$ cat config.mk
export PLATFORM = sky130hd
export DESIGN_NAME = bts_unit
export DESIGN_NICKNAME = d
export VERILOG_FILES = /design/src/verilog/bts_pkg.sv /design/src/verilog/bts_unit.sv
export VERILOG_INCLUDE_DIRS = /design/src /design/src/verilog
export SDC_FILE = /design/constraint.sdc
export NUM_CORES = 1
export LEC_CHECK = 0
export BUFFER_PORTS_ARGS = -buffer_cell sky130_fd_sc_hd__buf_4
export CORE_MARGIN = 2
export CORE_UTILIZATION = 47
export CTS_BUF_LIST = sky130_fd_sc_hd__clkbuf_16
export DETAILED_ROUTE_END_ITERATION = 10
export PLACE_DENSITY = 0.82
export SYNTH_ARGS = -nofsm -noshare
export SYNTH_HDL_FRONTEND = slang
export SYNTH_SLANG_ARGS = --single-unit
$ cat constraint.sdc
create_clock -name CLK -period 2.05 [get_ports CLK]
set_input_delay 0.205 -clock CLK [delete_from_list [all_inputs] [get_ports CLK]]
set_output_delay 0.205 -clock CLK [all_outputs]
set_load 0.005 [all_outputs]
$ cat src/verilog/bts_defs.svh
// Encoding fields, opcodes and cycle counts of the bit-test-skip unit
`ifndef BTS_DEFS_SVH
`define BTS_DEFS_SVH

// Instruction word field positions
`define BTS_OPC_MSB 13
`define BTS_OPC_LSB 10
`define BTS_BIT_MSB 9
`define BTS_BIT_LSB 7
`define BTS_ADR_MSB 6
`define BTS_ADR_LSB 0

// Leading four opcode bits
`define BTS_OPC_CLEAR 4'h6
`define BTS_OPC_SET 4'h7

// Reset values
`define BTS_ADDR_RST 7'h00
`define BTS_BIT_RST 3'h0

// Execution length reported with the done pulse
`define BTS_CYC_NONE 2'h0
`define BTS_CYC_PLAIN 2'h1
`define BTS_CYC_SKIP 2'h2

`endif

$ cat src/verilog/bts_pkg.sv
// Types shared by the bit-test-skip unit
package bts_pkg;

	typedef enum logic [1:0] {
		BTS_IDLE = 2'b00,
		BTS_READ = 2'b01,
		BTS_NOP = 2'b10
	} bts_state_t;

	typedef enum logic {
		BTS_KIND_CLEAR = 1'b0,
		BTS_KIND_SET = 1'b1
	} bts_kind_t;

endpackage

$ cat src/verilog/bts_unit.sv
// Decode and execute logic for the two bit-test-and-skip instructions
`timescale 1ns/1ps
`include "bts_defs.svh"

// Overview of operation
// - Skip-if-clear skips the next instruction when the tested bit is 0
// - Skip-if-set skips the next instruction when the tested bit is 1
// - Successful skip-if-clear flushes the prefetch, runs a NOP, takes two cycles
// - Successful skip-if-set flushes the prefetch, runs a NOP, takes two cycles
// - Register operand is 7 bits (0..127), bit operand is 3 bits (0..7)
// - Skip-if-clear decodes from leading bits 01 10, then bit and address fields
// - Skip-if-set decodes from leading bits 01 11, then same fields
module bts_unit #(
	parameter int ADDR_W = 7,
	parameter int BIT_W = 3,
	parameter int DATA_W = 8
) (
	// Clock, reset, enable
	input wire logic CLK,
	input wire logic RESET_N,
	input wire logic CE,
	// Instruction from fetch
	input wire logic INSTR_VALID,
	input wire logic [13:0] INSTR,
	// File register read port
	input wire logic [DATA_W-1:0] FILE_RDATA,
	output logic FILE_RD,
	output logic [ADDR_W-1:0] FILE_ADDR,
	// Write strobes toward the rest of the core
	output logic FILE_WE,
	output logic W_WE,
	output logic STATUS_WE,
	// Sequencing back to fetch
	output logic BUSY,
	output logic FLUSH,
	output logic NOP_ACTIVE,
	output logic DONE,
	output logic SKIP_TAKEN,
	output logic [1:0] EXEC_CYCLES
);

	// ************************************************************
	// Decode
	// ************************************************************
	function automatic logic pick_bit(input logic [DATA_W-1:0] data, input logic [BIT_W-1:0] sel);
		pick_bit = data[sel];
	endfunction

	function automatic logic skip_test(input bts_pkg::bts_kind_t kind, input logic bitval);
		skip_test = (kind == bts_pkg::BTS_KIND_SET) ? bitval : ~bitval;
	endfunction

	bts_pkg::bts_state_t state_q;
	bts_pkg::bts_state_t state_d;
	bts_pkg::bts_kind_t kind_q;
	logic [BIT_W-1:0] bit_q;
	logic [3:0] opc;
	logic is_clear;
	logic is_set;
	logic take;
	logic skip_now;

	assign opc = INSTR[`BTS_OPC_MSB:`BTS_OPC_LSB];
	assign is_clear = (opc == `BTS_OPC_CLEAR);
	assign is_set = (opc == `BTS_OPC_SET);
	// Only accepted while idle; fetch must hold off while BUSY is high
	assign take = INSTR_VALID && (is_clear || is_set) && (state_q == bts_pkg::BTS_IDLE);
	assign skip_now = (state_q == bts_pkg::BTS_READ)
		&& skip_test(kind_q, pick_bit(FILE_RDATA, bit_q));

	// ************************************************************
	// Sequencer
	// ************************************************************
	always_comb begin
		state_d = state_q;
		unique case (state_q)
			bts_pkg::BTS_IDLE: begin
				if (take) begin
					state_d = bts_pkg::BTS_READ;
				end
			end
			bts_pkg::BTS_READ: begin
				state_d = skip_now ? bts_pkg::BTS_NOP : bts_pkg::BTS_IDLE;
			end
			bts_pkg::BTS_NOP: begin
				state_d = bts_pkg::BTS_IDLE;
			end
			default: begin
				state_d = bts_pkg::BTS_IDLE;
			end
		endcase
	end

	always_ff @(posedge CLK) begin
		if (!RESET_N) begin
			state_q <= bts_pkg::BTS_IDLE;
		end else if (CE) begin
			state_q <= state_d;
		end
	end

	// ************************************************************
	// Operand capture
	// ************************************************************
	always_ff @(posedge CLK) begin
		if (!RESET_N) begin
			FILE_ADDR <= `BTS_ADDR_RST;
			bit_q <= `BTS_BIT_RST;
			kind_q <= bts_pkg::BTS_KIND_CLEAR;
			FILE_RD <= 1'b0;
		end else if (CE) begin
			FILE_RD <= take;
			if (take) begin
				FILE_ADDR <= INSTR[`BTS_ADR_MSB:`BTS_ADR_LSB];
				bit_q <= INSTR[`BTS_BIT_MSB:`BTS_BIT_LSB];
				kind_q <= is_set ? bts_pkg::BTS_KIND_SET : bts_pkg::BTS_KIND_CLEAR;
			end
		end
	end

	// ************************************************************
	// Result and flush
	// ************************************************************
	// The flush goes out with the result so fetch drops its prefetch in the NOP cycle
	always_ff @(posedge CLK) begin
		if (!RESET_N) begin
			DONE <= 1'b0;
			FLUSH <= 1'b0;
			NOP_ACTIVE <= 1'b0;
			SKIP_TAKEN <= 1'b0;
			EXEC_CYCLES <= `BTS_CYC_NONE;
		end else if (CE) begin
			DONE <= (state_q == bts_pkg::BTS_READ);
			FLUSH <= skip_now;
			NOP_ACTIVE <= skip_now;
			if (state_q == bts_pkg::BTS_READ) begin
				SKIP_TAKEN <= skip_now;
				EXEC_CYCLES <= skip_now ? `BTS_CYC_SKIP : `BTS_CYC_PLAIN;
			end
		end
	end

	always_ff @(posedge CLK) begin
		if (!RESET_N) begin
			BUSY <= 1'b0;
		end else if (CE) begin
			BUSY <= (state_d != bts_pkg::BTS_IDLE);
		end
	end

	// No write path exists: these strobes stay low forever
	always_ff @(posedge CLK) begin
		if (!RESET_N) begin
			FILE_WE <= 1'b0;
			W_WE <= 1'b0;
			STATUS_WE <= 1'b0;
		end else if (CE) begin
			FILE_WE <= 1'b0;
			W_WE <= 1'b0;
			STATUS_WE <= 1'b0;
		end
	end
endmodule

# Yosys cells after proc, flatten, opt, wreduce, memory -nomap -nowiden
# Index checks and enable logic that the tools add are counted.
# W data, S select, Z words.
dict set report classes {
  order_cmp 1
  n_eq_ne 3
  muxes 8
  bitwise_logic 1
  n_reduce_logical 8
}
# operator n
set ops {}
lappend ops {{$eq A4 B3 Y1 const B} 2}
lappend ops {{$mux W2} 3}
lappend ops {{$lt A3 B4 Y1 const B} 1}
lappend ops {{$pmux W2 S2} 1}
lappend ops {{$reduce_and A2 Y1} 2}
lappend ops {{$bmux W1 S3} 1}
lappend ops {{$logic_and A1 B1 Y1} 3}
lappend ops {{$mux W1} 3}
lappend ops {{$eq A2 B1 Y1 const B} 1}
lappend ops {{$logic_not A2 Y1} 1}
lappend ops {{$reduce_bool A2 Y1} 1}
lappend ops {{$logic_or A1 B1 Y1} 1}
lappend ops {{$not A1 Y1} 1}
dict set report word_totals {
  ff_bits 20
  output_inout_bits 18
  wordCells 31
}

# Logic depth before layout (Yosys ltp)
dict set report logic_depth {
  word_depth 8
  depth_mapped 5
  depth_no_buf 4
}

# Worst setup path after synthesis
# OpenSTA, ideal clock, no wires.
dict set report synth_timing {
  path_kind {reg-to-reg}
  startpoint {register bit_q[0]}
  endpoint {register BUSY}
  t_arrival_ns 1.346
  t_required_ns 1.986
  path_slack_ns 0.640
  stages_incl_launch_ff 6
  path_buffers 1
  synth_period_minus_slack_ns 1.410
  path_cell_list {dfxtp_1 > buf_6 > mux2_4 > a2bb2oi_1 > a2111o_1 > nand3_1}
}
dict set report synth_via {
  elab_chain_cells 8
}
# element line
set synth_lines {}
lappend synth_lines {{start, declared} bts_unit.sv:56} ;# logic [BIT_W-1:0] bit_q;
lappend synth_lines {{start signal, assigned} bts_unit.sv:108} ;# bit_q <= `BTS_BIT_RST;
lappend synth_lines {{start signal, assigned} bts_unit.sv:115} ;# bit_q <= INSTR[`BTS_BIT_MSB:`BTS_BIT_LSB];
lappend synth_lines {{$bmux W1 S3 *} bts_unit.sv:46} ;# pick_bit = data[sel];
lappend synth_lines {{$mux W1 (not written as such) *} bts_unit.sv:46}
lappend synth_lines {{$not A1 Y1} bts_unit.sv:50} ;# skip_test = (kind == bts_pkg::BTS_KIND_SET) ? bitval : ~bitval;
lappend synth_lines {{$mux W1 *} bts_unit.sv:50}
lappend synth_lines {{$logic_and A1 B1 Y1 *} bts_unit.sv:69} ;# && skip_test(kind_q, pick_bit(FILE_RDATA, bit_q));
lappend synth_lines {{$mux W2 *} bts_unit.sv:83} ;# state_d = skip_now ? bts_pkg::BTS_NOP : bts_pkg::BTS_IDLE;
lappend synth_lines {{$pmux W2 S2 *} bts_unit.sv:76} ;# unique case (state_q)
lappend synth_lines {{$reduce_bool A2 Y1 *} bts_unit.sv:147} ;# BUSY <= (state_d != bts_pkg::BTS_IDLE);
lappend synth_lines {{end signal, assigned} bts_unit.sv:147}
lappend synth_lines {{end, declared} bts_unit.sv:34} ;# output logic BUSY,
# Every way passes the cells marked *; elsewhere a longest branch is shown, timed or not. The select of a mux whose other input is x is not followed.
# A chain may end at the register's enable or synchronous reset.

# Worst setup path after layout
dict set report layout_timing {
  startpoint {register bit_q[0]}
  endpoint {register NOP_ACTIVE}
}
dict set report layout_via {
  elab_chain_cells 5
}
# element line
set layout_lines {}
lappend layout_lines {{$bmux W1 S3 *} bts_unit.sv:46}
lappend layout_lines {{$mux W1 (not written as such) *} bts_unit.sv:46}
lappend layout_lines {{$not A1 Y1} bts_unit.sv:50}
lappend layout_lines {{$mux W1 *} bts_unit.sv:50}
lappend layout_lines {{$logic_and A1 B1 Y1 *} bts_unit.sv:69}
lappend layout_lines {{end signal, assigned} bts_unit.sv:135} ;# NOP_ACTIVE <= skip_now;
lappend layout_lines {{end, declared} bts_unit.sv:36} ;# output logic NOP_ACTIVE,
# Marked as above.

==> impl_metrics.json <==
{
  "slew_viol_final": 0,
  "worstSetupPathType": "reg -> reg",
  "cts_tree": "done",
  "routed-via-count": 744,
  "place_inst": 150,
  "postRouteAntennaNets": 0,
  "ys_types": 26,
  "hold_slack_ns": 0.201,
  "crit_path_start_kind": "flop",
  "p_leak_uw": 0.000560,
  "clock_sinks": 19,
  "cap_violations": 0,
  "crit_chain": "mux2_4, a2bb2oi_1, a2111o_1, nand3_1",
  "grt_start_max_net_pins": 17,
  "vdd_drop_max_mv": 0.555,
  "pin_count": 44,
  "portBuffers": 40,
  "rsz0062_at_grt": "false",
  "h-tree-depth": 1,
  "grtUsageTotal": 0.169,
  "cts_resized": 0,
  "finalSetupViolations": 0,
  "ys_seq_area_frac": 0.440,
  "hold_violations": 0,
  "drive_gt1_frac": 0.364,
  "yosysWarnings": 0,
  "die_w_um": 46.9,
  "synth.largest_area_cell": "dfxtp_1",
  "path_clk_slew_ns": 0.05,
  "fin_crit_ns": 1.54,
  "rows": 15,
  "power_density_nw_per_um2": 676,
  "hp-class": "in -> reg",
  "cts_made_buffers": 3,
  "grt_pass1_wl_um": 2660,
  "fin_crit_sh": 0.753,
  "fp.dieArea_um2": 2200,
  "drt_iter0_markers": 6,
  "core-area_um2": 1730,
  "ys_ff_latch": 19,
  "tns_ns": 0,
  "insertion_delay_ns": 0.24,
  "cts_root_buffer": "clkbuf_16",
  "clockBufferDepth": 2,
  "fin_cells": 154,
  "die_h_um": 46.9,
  "critPathCaptureType": "flop",
  "syn_inst": 90,
  "hold_buffers": 0,
  "mostFrequentLayoutCells": "buf_4 (41), dfxtp_1 (19), nor2_1 (15)",
  "crit_fanout": 5,
  "postCtsSetupBuffers": 0,
  "wire_per_inst_um": 11.4,
  "cp_slowest_cell": "dfxtp_1",
  "clock_skew_ns": 0.00470,
  "grt-ovfl-total": 0,
  "cp.arrival_ns": 1.73,
  "gp_congestion": 0.745,
  "final_util": 0.710,
  "vias_per_cell": 4.83,
  "start_util": 0.501,
  "n_antenna_cell": 0,
  "fin_total_pwr_uw": 829,
  "worst_path_largest_cell_delay_ns": 0.46,
  "finalNetCount": 156,
  "synth_area_um2": 865,
  "max_freq_mhz": 648,
  "status": "completed",
  "syn_to_final_growth_pct": 41.8,
  "final_common_cell": "buf_4",
  "dr.pass1.iters": 4,
  "avgSynthCellArea_um2": 9.61,
  "wl_um": 1750,
  "fillCellCount": 139,
  "yosys-top-cells-area": "dfxtp_1 (44%), mux2i_1 (16%), nor2_1 (6.5%)",
  "first_global_vias": 665,
  "antenna_found_initial": 0,
  "route.detailed.drc": 0,
  "dpl.hpwl_um": 1310,
  "synth_top_area_frac": 0.440,
  "cp.required_ns": 2.23
}
==> state kept, by name, summed over array words and instances (netlist names) <==
signal and flops:
FILE_ADDR 7, bit_q 3, state_q 2, BUSY 1, DONE 1, EXEC_CYCLES 1
FILE_RD 1, NOP_ACTIVE 1, SKIP_TAKEN 1, kind_q 1
==> worst paths after layout <==
path	from	to	slack (ns)	depth (start not counted)
max	bit_q[0]	NOP_ACTIVE	0.51	4
min	INSTR[5]	FILE_ADDR[5]	0.20	3
max reg2reg	bit_q[0]	NOP_ACTIVE	0.51	4
min reg2reg	DONE	DONE	0.49	2
==> per-stage QoR <==
step,cell area [um^2],worst slack [ns]
2_1_floorplan,872,0.640
3_3_place_gp,1150,0.570
3_5_place_dp,1150,0.528
4_1_cts,1230,0.510
5_1_grt,1230,0.456
6_report,1230,0.507
==> cell families after synthesis <==
logic type	synth area share
multiplexers	0.179
other	0.00434
buffers and inverters	0.0825
AO/OA/AOI/OAI	0.0695
flip-flops	0.440
AND/OR/NAND/NOR	0.224
==> critical path, delay by kind of cell, from the launching register on <==
kind               cells  cell delay, ns
DFF                    1            0.46
and+or+nand+nor        1            0.09
muxes                  1            0.33
AOI/OAI and AO/OA      2            0.60
==> report_power, final <==
part	internal, uW	leakage (uW)	switching (uW)
registers	374	0.000153	3.38
logic	44.9	0.000364	26.9
clock network	258	0.0000423	121
==> routing by layer <==
metal,GRT usage,wire length (um),vias up
met4,0.0667,12,0
li1,-,-,382
met1,0.218,821,336
met5,0,0,-
met3,0.0346,89,2
met2,0.277,825,24
==> cell usage after synthesis <==
master and number:
mux2_4 1, and4_2 1, a21oi_1 3, buf_6 2, and2b_1 1, nor4_4 1, and3b_1 1, and3_1 1
nand2_1 3, inv_1 2, a211oi_1 1, a22oi_1 1, nor2b_1 2, clkbuf_1 1, nand3b_1 1, dfxtp_1 19
a2111o_1 1, conb_1 1, buf_4 5, mux2i_1 14, nand3_1 7, nor2_1 15, a2bb2oi_1 1, o21ai_0 2
nand2b_1 2, nor3_1 1
==> cell type report <==
class,instances,area [um^2],area share
Multi-Input combinational cell,63,420,0.343
Tap cell,25,31.3,0.0255
Sequential cell,19,380,0.310
Inverter,2,7.51,0.00612
Clock buffer,3,75.1,0.0612
Clock inverter,1,3.75,0.00306
Timing Repair Buffer,41,308,0.251
Power figures use the tool's default switching activity.
